===== config.mk =====
export PLATFORM = sky130hd
export DESIGN_NAME = spcf_core
export DESIGN_NICKNAME = d
export VERILOG_FILES = /design/src/logic/spcf_pkg.sv /design/src/logic/spcf_addr_match.sv /design/src/logic/spcf_core.sv /design/src/logic/spcf_sync.sv
export SDC_FILE = /design/constraint.sdc
export NUM_CORES = 1
export LEC_CHECK = 0
export ABC_AREA = 1
export BUFFER_PORTS_ARGS = -buffer_cell sky130_fd_sc_hd__buf_2
export CAP_MARGIN = 20
export CORE_MARGIN = 2
export CORE_UTILIZATION = 40
export DETAILED_ROUTE_END_ITERATION = 10
export GPL_TIMING_DRIVEN = 0
export HOLD_SLACK_MARGIN = 0.02
export MAX_ROUTING_LAYER = met4
export PLACE_DENSITY = 0.61
export SYNTH_ARGS = -nofsm -noshare
export SYNTH_HDL_FRONTEND = slang
export SYNTH_SLANG_ARGS = --single-unit

===== constraint.sdc =====
create_clock -name clock_in -period 1.4 [get_ports clock_in]
set_clock_uncertainty 0.15 [all_clocks]
set_input_delay 0.28 -clock clock_in [delete_from_list [all_inputs] [get_ports clock_in]]
set_output_delay 0.28 -clock clock_in [all_outputs]
set_load 0.005 [all_outputs]

===== src/logic/spcf_pkg.sv =====
package spcf_pkg;
   localparam logic [7:0] SPCF_CTRL_OFFSET    = 8'h98;
   localparam logic [7:0] SPCF_ADDR_OFFSET    = 8'hA9;
   localparam logic [7:0] SPCF_MASK_OFFSET    = 8'hB9;
   localparam logic [7:0] SPCF_OPT_OFFSET     = 8'h87;
   localparam logic [7:0] SPCF_IRQ_ST_OFFSET  = 8'hC0;
   localparam logic [7:0] SPCF_IRQ_MSK_OFFSET = 8'hC1;
   localparam logic [7:0] SPCF_CTRL_RESET     = 8'h00;
   localparam logic [7:0] SPCF_ADDR_RESET     = 8'h00;
   localparam logic [7:0] SPCF_MASK_RESET     = 8'h00;
   localparam logic [1:0] SPCF_OPT_RESET      = 2'h0;
   localparam logic [2:0] SPCF_IRQ_RESET      = 3'h0;
   localparam int SPCF_BIT_MODE_LOW  = 7;
   localparam int SPCF_BIT_MODE_HIGH = 6;
   localparam int SPCF_BIT_FILTER    = 5;
   localparam int SPCF_BIT_RX_EN     = 4;
   localparam int SPCF_BIT_TX_NINTH  = 3;
   localparam int SPCF_BIT_RX_NINTH  = 2;
   localparam int SPCF_BIT_TX_DONE   = 1;
   localparam int SPCF_BIT_RX_DONE   = 0;
   localparam int SPCF_OPT_FRAMING   = 1;
   localparam int SPCF_OPT_DOUBLER   = 0;
   localparam int SPCF_IRQ_TX        = 0;
   localparam int SPCF_IRQ_RX        = 1;
   localparam int SPCF_IRQ_FE        = 2;
   typedef enum logic [1:0] {
      SPCF_MODE_SHIFT,
      SPCF_MODE_UART8,
      SPCF_MODE_UART9_FIXED,
      SPCF_MODE_UART9_VAR
   } spcf_mode_type;
endpackage : spcf_pkg


===== src/logic/spcf_addr_match.sv =====
`timescale 1ns/10ps
module spcf_addr_match (
   input  wire logic [7:0] byte_in,
   input  wire logic [7:0] node_address_in,
   input  wire logic [7:0] node_address_mask_in,
   output logic            match_out
);
   logic given_hit;
   logic broadcast_hit;
   logic [7:0] broadcast_addr;

   // Mask zeros are don't-care for the given address
   assign given_hit      = ((byte_in ^ node_address_in) & node_address_mask_in) == 8'h00;
   // Zeros of the OR are don't-care for broadcast
   assign broadcast_addr = node_address_in | node_address_mask_in;
   assign broadcast_hit  = ((~byte_in) & broadcast_addr) == 8'h00;
   assign match_out      = given_hit || broadcast_hit;
endmodule : spcf_addr_match


===== src/logic/spcf_core.sv =====
`timescale 1ns/10ps
// How it works
// - Invalid stop bit at frame end sets framing error flag, shown on bit 7.
// - Framing error stays set across good frames; only software writing zero clears it.
// - Bit 7 is framing flag when framing select set, else mode select low.
// - Framing detection ignores baud doubler and current bit 7 function.
// - Modes 2 and 3 capture received ninth data bit.
// - Mode 1 without filtering captures stop bit; mode 0 leaves field unused.
// - Transmit done set at stop bit start outside mode 0; software clears.
// - Receive done at eighth bit end in mode 0, mid stop bit otherwise.
// - Rejected frames do not set receive done; only software clears it.
// - Filtered 9-bit modes need ninth bit one and address match.
// - Filtered mode 1 needs valid stop bit and address match.
// - Given address uses mask; broadcast is address OR mask.
// - Mode 0 ignores filtering enable.
module spcf_core (
   input  wire logic       clock_in,
   input  wire logic       rstn_in,
   input  wire logic [7:0] addr_in,
   input  wire logic [7:0] wdata_in,
   input  wire logic       write_in,
   input  wire logic       read_in,
   input  wire logic [7:0] bit_sel_in,
   input  wire logic       bit_write_in,
   output logic [7:0]      rdata_out,
   input  wire logic       tx_stop_start_in,
   input  wire logic       rx_sample_in,
   input  wire logic [7:0] rx_byte_in,
   input  wire logic       rx_ninth_in,
   input  wire logic       rx_stop_in,
   output logic [1:0]      mode_out,
   output logic            rx_enable_out,
   output logic            tx_ninth_out,
   output logic            baud_doubler_out,
   output logic            irq_out
);
   logic [7:0]    ctrl_bits;
   logic          mode_low_reg;
   logic          mode_high_reg;
   logic          filter_reg;
   logic          rx_enable_reg;
   logic          tx_ninth_bit_reg;
   logic          rx_ninth_reg;
   logic          tx_done_reg;
   logic          rx_done_reg;
   logic          tx_done_evt;
   logic          framing_error_flag_reg;
   logic [7:0]    node_address_reg;
   logic [7:0]    node_address_mask_reg;
   logic [1:0]    opt_reg;
   logic [2:0]    irq_status_reg;
   logic [2:0]    irq_mask_reg;
   logic [7:0]    rdata_reg;
   logic          tx_ninth_reg;
   spcf_pkg::spcf_mode_type mode;
   logic          tx_evt;
   logic          rx_evt;
   logic          rx_evt_raw;
   logic          addr_hit;
   logic          rx_accept;
   logic          rx_done_evt;
   logic          fe_evt;
   logic          ctrl_wr;
   logic [7:0]    ctrl_wmask;
   logic [7:0]    ctrl_wval;
   logic          fe_wr;
   logic          fe_wval;
   logic [7:0]    ctrl_view;
   logic [2:0]    irq_events;

   // Event strobes come from the shift datapath in the link clock; sync them
   spcf_sync u_tx_sync (
      .clock_in  (clock_in),
      .rstn_in   (rstn_in),
      .async_in  (tx_stop_start_in),
      .level_out (),
      .rise_out  (tx_evt)
   );

   spcf_sync u_rx_sync (
      .clock_in  (clock_in),
      .rstn_in   (rstn_in),
      .async_in  (rx_sample_in),
      .level_out (),
      .rise_out  (rx_evt_raw)
   );

   spcf_addr_match u_match (
      .byte_in              (rx_byte_in),
      .node_address_in      (node_address_reg),
      .node_address_mask_in (node_address_mask_reg),
      .match_out            (addr_hit)
   );

   assign mode = spcf_pkg::spcf_mode_type'({mode_low_reg, mode_high_reg});

   // Receiver dead while enable clear
   assign rx_evt = rx_evt_raw && rx_enable_reg;

   // Frame acceptance by mode and filter
   always_comb begin
      rx_accept = 1'b1;
      case (mode)
         spcf_pkg::SPCF_MODE_SHIFT: begin
            rx_accept = 1'b1;
         end
         spcf_pkg::SPCF_MODE_UART8: begin
            if (filter_reg) begin
               rx_accept = rx_stop_in && addr_hit;
            end
         end
         spcf_pkg::SPCF_MODE_UART9_FIXED,
         spcf_pkg::SPCF_MODE_UART9_VAR: begin
            if (filter_reg) begin
               rx_accept = rx_ninth_in && addr_hit;
            end
         end
         default: begin
            rx_accept = 1'b1;
         end
      endcase
   end

   // Datapath pulses rx_sample at bit 8 end in mode 0, mid stop otherwise
   assign rx_done_evt = rx_evt && rx_accept;
   // Framing check on any non-shift frame, whatever doubler or bit 7 shows
   assign fe_evt = rx_evt && (mode != spcf_pkg::SPCF_MODE_SHIFT) && !rx_stop_in;
   assign tx_done_evt = tx_evt && (mode != spcf_pkg::SPCF_MODE_SHIFT);

   // Byte write or single-bit write into the control register
   always_comb begin
      ctrl_wr    = 1'b0;
      ctrl_wmask = 8'h00;
      ctrl_wval  = wdata_in;
      if (write_in && addr_in == spcf_pkg::SPCF_CTRL_OFFSET) begin
         ctrl_wr    = 1'b1;
         ctrl_wmask = 8'hFF;
      end else if (bit_write_in) begin
         ctrl_wr    = 1'b1;
         ctrl_wmask = bit_sel_in;
      end
   end

   // Bit 7 steered by framing select
   assign fe_wr   = ctrl_wr && ctrl_wmask[7] && opt_reg[spcf_pkg::SPCF_OPT_FRAMING];
   assign fe_wval = ctrl_wval[7];

   // One flop per control bit, so each writer and each event stays apart
   always_ff @(posedge clock_in or negedge rstn_in) begin
      if (!rstn_in) begin
         mode_low_reg <= spcf_pkg::SPCF_CTRL_RESET[spcf_pkg::SPCF_BIT_MODE_LOW];
      end else if (ctrl_wr && ctrl_wmask[spcf_pkg::SPCF_BIT_MODE_LOW] &&
                   !opt_reg[spcf_pkg::SPCF_OPT_FRAMING]) begin
         mode_low_reg <= ctrl_wval[spcf_pkg::SPCF_BIT_MODE_LOW];
      end
   end

   always_ff @(posedge clock_in or negedge rstn_in) begin
      if (!rstn_in) begin
         mode_high_reg <= spcf_pkg::SPCF_CTRL_RESET[spcf_pkg::SPCF_BIT_MODE_HIGH];
      end else if (ctrl_wr && ctrl_wmask[spcf_pkg::SPCF_BIT_MODE_HIGH]) begin
         mode_high_reg <= ctrl_wval[spcf_pkg::SPCF_BIT_MODE_HIGH];
      end
   end

   always_ff @(posedge clock_in or negedge rstn_in) begin
      if (!rstn_in) begin
         filter_reg <= spcf_pkg::SPCF_CTRL_RESET[spcf_pkg::SPCF_BIT_FILTER];
      end else if (ctrl_wr && ctrl_wmask[spcf_pkg::SPCF_BIT_FILTER]) begin
         filter_reg <= ctrl_wval[spcf_pkg::SPCF_BIT_FILTER];
      end
   end

   always_ff @(posedge clock_in or negedge rstn_in) begin
      if (!rstn_in) begin
         rx_enable_reg <= spcf_pkg::SPCF_CTRL_RESET[spcf_pkg::SPCF_BIT_RX_EN];
      end else if (ctrl_wr && ctrl_wmask[spcf_pkg::SPCF_BIT_RX_EN]) begin
         rx_enable_reg <= ctrl_wval[spcf_pkg::SPCF_BIT_RX_EN];
      end
   end

   always_ff @(posedge clock_in or negedge rstn_in) begin
      if (!rstn_in) begin
         tx_ninth_bit_reg <= spcf_pkg::SPCF_CTRL_RESET[spcf_pkg::SPCF_BIT_TX_NINTH];
      end else if (ctrl_wr && ctrl_wmask[spcf_pkg::SPCF_BIT_TX_NINTH]) begin
         tx_ninth_bit_reg <= ctrl_wval[spcf_pkg::SPCF_BIT_TX_NINTH];
      end
   end

   // Captured only on accepted frames, winning over a same-cycle write
   always_ff @(posedge clock_in or negedge rstn_in) begin
      if (!rstn_in) begin
         rx_ninth_reg <= spcf_pkg::SPCF_CTRL_RESET[spcf_pkg::SPCF_BIT_RX_NINTH];
      end else if (rx_done_evt && (mode == spcf_pkg::SPCF_MODE_UART9_FIXED ||
                                   mode == spcf_pkg::SPCF_MODE_UART9_VAR)) begin
         rx_ninth_reg <= rx_ninth_in;
      end else if (rx_done_evt && mode == spcf_pkg::SPCF_MODE_UART8 && !filter_reg) begin
         rx_ninth_reg <= rx_stop_in;
      end else if (ctrl_wr && ctrl_wmask[spcf_pkg::SPCF_BIT_RX_NINTH]) begin
         rx_ninth_reg <= ctrl_wval[spcf_pkg::SPCF_BIT_RX_NINTH];
      end
   end

   // Set beats a same-cycle clear
   always_ff @(posedge clock_in or negedge rstn_in) begin
      if (!rstn_in) begin
         tx_done_reg <= spcf_pkg::SPCF_CTRL_RESET[spcf_pkg::SPCF_BIT_TX_DONE];
      end else if (tx_done_evt) begin
         tx_done_reg <= 1'b1;
      end else if (ctrl_wr && ctrl_wmask[spcf_pkg::SPCF_BIT_TX_DONE]) begin
         tx_done_reg <= ctrl_wval[spcf_pkg::SPCF_BIT_TX_DONE];
      end
   end

   always_ff @(posedge clock_in or negedge rstn_in) begin
      if (!rstn_in) begin
         rx_done_reg <= spcf_pkg::SPCF_CTRL_RESET[spcf_pkg::SPCF_BIT_RX_DONE];
      end else if (rx_done_evt) begin
         rx_done_reg <= 1'b1;
      end else if (ctrl_wr && ctrl_wmask[spcf_pkg::SPCF_BIT_RX_DONE]) begin
         rx_done_reg <= ctrl_wval[spcf_pkg::SPCF_BIT_RX_DONE];
      end
   end

   assign ctrl_bits = {mode_low_reg, mode_high_reg, filter_reg, rx_enable_reg,
                       tx_ninth_bit_reg, rx_ninth_reg, tx_done_reg, rx_done_reg};

   // Only a software zero clears it; set wins the tie
   always_ff @(posedge clock_in or negedge rstn_in) begin
      if (!rstn_in) begin
         framing_error_flag_reg <= 1'b0;
      end else if (fe_evt) begin
         framing_error_flag_reg <= 1'b1;
      end else if (fe_wr) begin
         framing_error_flag_reg <= fe_wval;
      end
   end

   // Address pair feeds the matcher directly; a change applies to the next frame
   always_ff @(posedge clock_in or negedge rstn_in) begin
      if (!rstn_in) begin
         node_address_reg <= spcf_pkg::SPCF_ADDR_RESET;
      end else if (write_in && addr_in == spcf_pkg::SPCF_ADDR_OFFSET) begin
         node_address_reg <= wdata_in;
      end
   end

   always_ff @(posedge clock_in or negedge rstn_in) begin
      if (!rstn_in) begin
         node_address_mask_reg <= spcf_pkg::SPCF_MASK_RESET;
      end else if (write_in && addr_in == spcf_pkg::SPCF_MASK_OFFSET) begin
         node_address_mask_reg <= wdata_in;
      end
   end

   // Framing select only steers bit 7; the detector never looks at it
   always_ff @(posedge clock_in or negedge rstn_in) begin
      if (!rstn_in) begin
         opt_reg <= spcf_pkg::SPCF_OPT_RESET;
      end else if (write_in && addr_in == spcf_pkg::SPCF_OPT_OFFSET) begin
         opt_reg <= wdata_in[1:0];
      end
   end

   // Mask only gates the output, so masked events still latch
   always_ff @(posedge clock_in or negedge rstn_in) begin
      if (!rstn_in) begin
         irq_mask_reg <= spcf_pkg::SPCF_IRQ_RESET;
      end else if (write_in && addr_in == spcf_pkg::SPCF_IRQ_MSK_OFFSET) begin
         irq_mask_reg <= wdata_in[2:0];
      end
   end

   // Sticky events, write one to clear, set wins
   assign irq_events = {fe_evt,
                        rx_done_evt,
                        tx_evt && mode != spcf_pkg::SPCF_MODE_SHIFT};

   always_ff @(posedge clock_in or negedge rstn_in) begin
      if (!rstn_in) begin
         irq_status_reg <= spcf_pkg::SPCF_IRQ_RESET;
      end else begin
         for (int i = 0; i < 3; i++) begin
            if (irq_events[i]) begin
               irq_status_reg[i] <= 1'b1;
            end else if (write_in && addr_in == spcf_pkg::SPCF_IRQ_ST_OFFSET && wdata_in[i]) begin
               irq_status_reg[i] <= 1'b0;
            end
         end
      end
   end

   assign irq_out = |(irq_status_reg & irq_mask_reg);

   // Bit 7 view depends on framing select
   always_comb begin
      ctrl_view = ctrl_bits;
      if (opt_reg[spcf_pkg::SPCF_OPT_FRAMING]) begin
         ctrl_view[7] = framing_error_flag_reg;
      end
   end

   // Unmapped reads return zero
   always_ff @(posedge clock_in or negedge rstn_in) begin
      if (!rstn_in) begin
         rdata_reg <= 8'h00;
      end else if (read_in) begin
         case (addr_in)
            spcf_pkg::SPCF_CTRL_OFFSET:    rdata_reg <= ctrl_view;
            spcf_pkg::SPCF_ADDR_OFFSET:    rdata_reg <= node_address_reg;
            spcf_pkg::SPCF_MASK_OFFSET:    rdata_reg <= node_address_mask_reg;
            spcf_pkg::SPCF_OPT_OFFSET:     rdata_reg <= {6'h00, opt_reg};
            spcf_pkg::SPCF_IRQ_ST_OFFSET:  rdata_reg <= {5'h00, irq_status_reg};
            spcf_pkg::SPCF_IRQ_MSK_OFFSET: rdata_reg <= {5'h00, irq_mask_reg};
            default:                       rdata_reg <= 8'h00;
         endcase
      end else begin
         rdata_reg <= 8'h00;
      end
   end

   // Ninth bit held only in 9-bit modes
   always_ff @(posedge clock_in or negedge rstn_in) begin
      if (!rstn_in) begin
         tx_ninth_reg <= 1'b0;
      end else if (mode == spcf_pkg::SPCF_MODE_UART9_FIXED ||
                   mode == spcf_pkg::SPCF_MODE_UART9_VAR) begin
         tx_ninth_reg <= tx_ninth_bit_reg;
      end else begin
         tx_ninth_reg <= 1'b0;
      end
   end

   assign rdata_out        = rdata_reg;
   assign mode_out         = mode;
   assign rx_enable_out    = rx_enable_reg;
   assign tx_ninth_out     = tx_ninth_reg;
   assign baud_doubler_out = opt_reg[spcf_pkg::SPCF_OPT_DOUBLER];
endmodule : spcf_core


===== src/logic/spcf_sync.sv =====
`timescale 1ns/10ps
module spcf_sync (
   input  wire logic clock_in,
   input  wire logic rstn_in,
   input  wire logic async_in,
   output logic      level_out,
   output logic      rise_out
);
   logic [2:0] stage_reg;
   logic       level_reg;

   // Change counts once the second and third stages agree
   always_ff @(posedge clock_in or negedge rstn_in) begin
      if (!rstn_in) begin
         stage_reg <= 3'h0;
      end else begin
         stage_reg <= {stage_reg[1:0], async_in};
      end
   end

   always_ff @(posedge clock_in or negedge rstn_in) begin
      if (!rstn_in) begin
         level_reg <= 1'b0;
      end else if (stage_reg[1] == stage_reg[2]) begin
         level_reg <= stage_reg[2];
      end
   end

   assign level_out = level_reg;
   assign rise_out  = (stage_reg[1] == stage_reg[2]) && stage_reg[2] && !level_reg;
endmodule : spcf_sync


# Yosys cells after proc, flatten, opt, wreduce, memory -nomap -nowiden
# Index checks and enable logic that the tools add are counted.
# word_totals
register_bits,50
input_bits,41
out_inout_bits,14
word_cells,118
# classes
eq_ne,11
mux,26
bitwise,6
reduce_logical,53
# ops
cell,count
"equality test 8 bit, second input constant",6
one-hot mux 8 bit (6 select lines),1
logical AND 1 bit,33
2-to-1 mux 8 bit,3
2-to-1 mux 1 bit,21
bitwise AND 8 bit,2
logical NOT 8 bit,2
nonzero test 2 bit,7
inverter 8 bit,1
OR 8 bit,1
bitwise XOR 8 bit,1
logical NOT 1 bit,5
"equality test 2 bit, second input constant",2
bitwise AND 3 bit,1
one-hot mux 1 bit (3 select lines),1
nonzero test 3 bit,1
OR reduction 3 bit,1
equality test 1 bit,2
"equality test 2 x 1 -> 1 bit, second input constant",1
logical NOT 2 bit,1
logical OR 1 bit,2
OR reduction 2 bit,1

# Longest topological paths before layout
# logic_depth
ltp_word,12
mapped_depth,12
depth_no_buf,12

# By module
# Synthesis repeated with hierarchy kept, for this count alone.
# hier_totals
cells_unflattened,378
hier_area_um2,2845.2
# by_module_without_submodules
module,n_inst,cells_each,area_per_inst_um2,seq_area_each_um2
spcf_core,1,293,2313.5,1051.0
spcf_sync,2,11,135.1,100.1
spcf_addr_match,1,63,261.5,0.0

# Worst setup path after synthesis
# No wires, ideal clock.
# synth_path
kind,input to register
from,input port addr_in[2]
to,register node_address_mask_reg[5]
setup_ps,117
arrival_ps,1144
required_ps,1133
setup_slack_ps,-11
cell_stages,9
path_buffers,1
cell_sequence,inv_2 nand2_2 nor2_4 nand4_2 nor2_4 nand2_4 buf_6 nand2_2 o21ai_2
# synth_via
elab_chain_cells,2
# synth_lines
element,line_no,source
start: declaration,spcf_core.sv:19,"input wire logic [7:0] addr_in,"
equality test 8 bit,spcf_core.sv:251,end else if (write_in && addr_in == spcf_pkg::SPCF_MASK_OFFSET) begin
logical AND 1 bit,spcf_core.sv:251,
end signal: assignment,spcf_core.sv:250,node_address_mask_reg <= spcf_pkg::SPCF_MASK_RESET;
end signal: assignment,spcf_core.sv:252,node_address_mask_reg <= wdata_in;
end: declaration,spcf_core.sv:49,logic [7:0] node_address_mask_reg;
# Every way passes these cells.
# A chain may end at the register's enable or synchronous reset.

# Worst setup path in the final report
# layout_path
from,register node_address_reg[5]
to,register rx_ninth_reg
# layout_via
elab_chain_cells,12
elab_cells_between_ends,19
classes_between,mux: 5; bitwise: 4; reduce/logical: 10
# layout_lines
element,line_no,source
start: declaration,spcf_core.sv:48,logic [7:0] node_address_reg;
start signal: assignment,spcf_core.sv:242,node_address_reg <= spcf_pkg::SPCF_ADDR_RESET;
start signal: assignment,spcf_core.sv:244,node_address_reg <= wdata_in;
bitwise XOR 8 bit or OR 8 bit (tied branches),"spcf_addr_match.sv:13, spcf_addr_match.sv:15",
bitwise AND 8 bit (on tied branches),"spcf_addr_match.sv:13, spcf_addr_match.sv:16",
logical NOT 8 bit (on tied branches),"spcf_addr_match.sv:13, spcf_addr_match.sv:16",
logical OR 1 bit *,spcf_addr_match.sv:17,assign match_out = given_hit || broadcast_hit;
logical AND 1 bit (on tied branches),"spcf_core.sv:115, spcf_core.sv:109",
2-to-1 mux 1 bit (on tied branches),"spcf_core.sv:114, spcf_core.sv:108",
one-hot mux 1 bit (3 select lines) *,spcf_core.sv:103,case (mode)
logical AND 1 bit *,spcf_core.sv:125,assign rx_done_evt = rx_evt && rx_accept;
logical AND 1 bit (2 in a row),spcf_core.sv:197,end else if (rx_done_evt && mode == spcf_pkg::SPCF_MODE_UART8 && !filter_reg) begin
2-to-1 mux 1 bit,spcf_core.sv:197,
2-to-1 mux 1 bit,spcf_core.sv:194,end else if (rx_done_evt && (mode == spcf_pkg::SPCF_MODE_UART9_FIXED ||
end signal: assignment,spcf_core.sv:193,rx_ninth_reg <= spcf_pkg::SPCF_CTRL_RESET[spcf_pkg::SPCF_BIT_RX_NINTH];
end signal: assignment,spcf_core.sv:196,rx_ninth_reg <= rx_ninth_in;
end signal: assignment,spcf_core.sv:198,rx_ninth_reg <= rx_stop_in;
end: declaration,spcf_core.sv:43,logic rx_ninth_reg;
# Every way passes the cells marked *; elsewhere a longest branch is shown, timed or not.

==> results.ini <==
[detailed_routing]
routed_wl_mm=6.59
drc=0
via_count=2448
wl_per_cell_um=13.2
via_per_inst=4.91
drtIter0Drc=274
postRouteAntennaNets=0
dr.pass1.iters=5

[finish]
syn_to_final_growth_pct=30.2
diodes=0
finalNetCount=464
drive_above_1_share=0.327
fin_area_mm2=0.00340

[critical_path]
crit_path_end_kind=flop
rr_startpoint=node_address_reg[5]
r2r_slack_ns=-0.08
critPathArrivalTime_ns=1.54
reg2reg_to=rx_ninth_reg
critPathMaxFanout=4
cp-start-kind=flop
reg2reg_depth=12
crit_type=flop to flop
required_ns=1.46

[timing]
hold_viol=0
setup-tns-final_ns=-0.160
rsz0062_at_grt=yes
setup_ws_ns=-0.0760
tightest_slew_ns=0.412
relSlewSlack=0.725
drv_slew=0
setup_viol=4
fin_crit_sh=1.05
max_freq_ghz=0.678
hold_slack_ns=0.0510
finalCriticalPeriod_ns=1.48

[synthesis]
ys_seq_area_frac=0.479
synthTopCellsByArea=dfrtp_1 48%, nand2_1 15%, inv_1 6.5%
ys_ff_latch=50
netlist_instances=334
yosysWarnings=0
synth_area_mm2=0.00261
synth_largest_area_cell=dfrtp_1
syn_nets=377
synth_top_area_frac=0.479
syn_area_per_cell_um2=7.83
post_synth_num_cell_types=27

[placement]
dpl_cell_area_mm2=0.00300
gp_congestion=0.877
numPortBuffers=53
dp_hpwl_mm=4.74

[global_routing]
grt_antenna_before_repair=0
grt_pass1_vias=2348
grt_usage=0.197
grt_pass1_wl_mm=10.9
overflow=0
grt_max_degree=35

[status]
status=finished with violations
violations=setup timing

[clock_network]
numCtsBuffers=5
htree_levels=2
cts_tree=yes
cts_root_buf=clkbuf_8
cts_buffer_depth=2
cts.sinks=50
clkTransAtPathRegs_ns=0.10
clk_latency_ns=0.31

[power_and_ir_drop]
leakagePower_nw=1.80
vdd_drop_max_mv=0.704
cellPowerDensity_mw_per_mm2=979
power_w=0.00333

[floorplanning]
fp.dieW_um=84.8
io_pins=55
core_area_mm2=0.00635
initial_utilization=0.412
die_y_um=84.8
die-area_mm2=0.00720
placementRows=29

[min_path]
holdPathStages=3
hp-class=primary input to flop
hold_path_end=opt_reg[0]
worstHoldStart=wdata_in[0]

[flow_run]
drv_cap=0

[layer usage]
layer	wire, µm	GRT usage
met5	0	-
met4	80	0.0563
met3	351	0.0321
met2	3180	0.312
met1	2980	0.265
[cell usage in the layout, fill, tap and decap left out, types with 3 or more instances in the layout]
master and instances:
nand2_1 98, dfrtp_1 50, buf_2 50, inv_1 40
o21ai_0 25, buf_4 23, nor2_1 19, nand2_2 14
nand3_1 13, inv_2 8, a21oi_1 8, o21ai_1 8
buf_6 8, o21ai_2 8, a31oi_1 5, clkbuf_8 5
o22ai_1 4, nand2_4 3, nor3_2 3, nand4_1 3
dlygate4sd3_1 3
[timing repair]
| item | 4_1_cts | 5_1_grt |
|---|---|---|
| hold endpoints to repair | 18 | 0 |
| pin swaps | 2 | 16 |
| resized for setup | 4 | 30 |
| buffers inserted | 15 | 9 |
| setup endpoints to repair | 8 | 29 |
| hold buffers | 3 | 0 |
[area by class of cell]
cell class              instances  area (µm²)
multi-input cells             229        1190
inverters                      49         186
flip-flops and latches         50        1250
repair buffers                 81         518
well taps                      77        96.3
clock inverters                 3        43.8
clock buffers                   5        68.8
plain buffers                   5        48.8
fillers                       602        2950
[power breakdown]
group          internal, W  leakage, nW  switching, W
Clock             0.000536       0.0585      0.000509
Sequential         0.00156        0.629     0.0000730
Combinational     0.000298         1.11      0.000359
Total              0.00239         1.80      0.000941
[cell families (layout without fill, tap and decap cells)]
family | count (synthesis) | in the layout | synth area share
buffers and inverters | 55 | 143 | 0.0905
and+or+nand+nor | 163 | 163 | 0.274
AOI/OAI and AO/OA | 62 | 62 | 0.139
DFF | 50 | 50 | 0.479
adders and majority gates | 2 | 2 | 0.00957
muxes | 2 | 2 | 0.00862
[through the flow]
step           instances  worst slack [ns]   util
2_1_floorplan        334           -0.0109      -
3_3_place_gp         464            -0.333  0.469
3_5_place_dp         465            -0.339  0.472
4_1_cts              491           -0.0669  0.512
5_1_grt              499            -0.182  0.536
6_report             499           -0.0760  0.536
[synth_stat cells]
cell      instances
or2_2             1
o211ai_1          1
mux2_2            2
buf_1             1
nand4_2           1
a21oi_1           8
dfrtp_1          50
nor2_1           21
o22ai_1           4
nand2_1         105
inv_1            45
buf_4             2
nand2_2           8
nand2_4           2
o21ai_0          31
ha_1              2
nor2_4            2
nor3_2            2
a31oi_1           6
o21ai_2           8
nand4_1           3
inv_2             4
buf_6             3
nand3_1          14
o21ai_1           2
o221ai_1          2
nor3_1            4
[worst max-delay path by stage]
stage / from / slack (ns) / endpoint
2_1_floorplan: addr_in[2] / -0.01 / node_address_mask_reg[5]
3_3_place_gp: addr_in[6] / -0.33 / node_address_mask_reg[5]
3_5_place_dp: addr_in[6] / -0.34 / node_address_mask_reg[5]
4_1_cts: node_address_reg[5] / -0.07 / rx_ninth_reg
5_1_grt: node_address_reg[4] / -0.18 / rx_ninth_reg
6_report: node_address_reg[5] / -0.08 / rx_ninth_reg
[worst max-delay path, cell delays in order (launching register included)]
cell	delay (ns)
dfrtp_1	0.41
inv_1	0.09
nand2_1	0.05
nand3_1	0.08
nand2_1	0.07
nor2_1	0.08
nand2_1	0.06
nand2_2	0.08
nand2_2	0.05
nand2_2	0.09
nand3_2	0.06
nand2_1	0.06
nand2_1	0.04
Note: power is estimated with default switching activity, not from simulation.
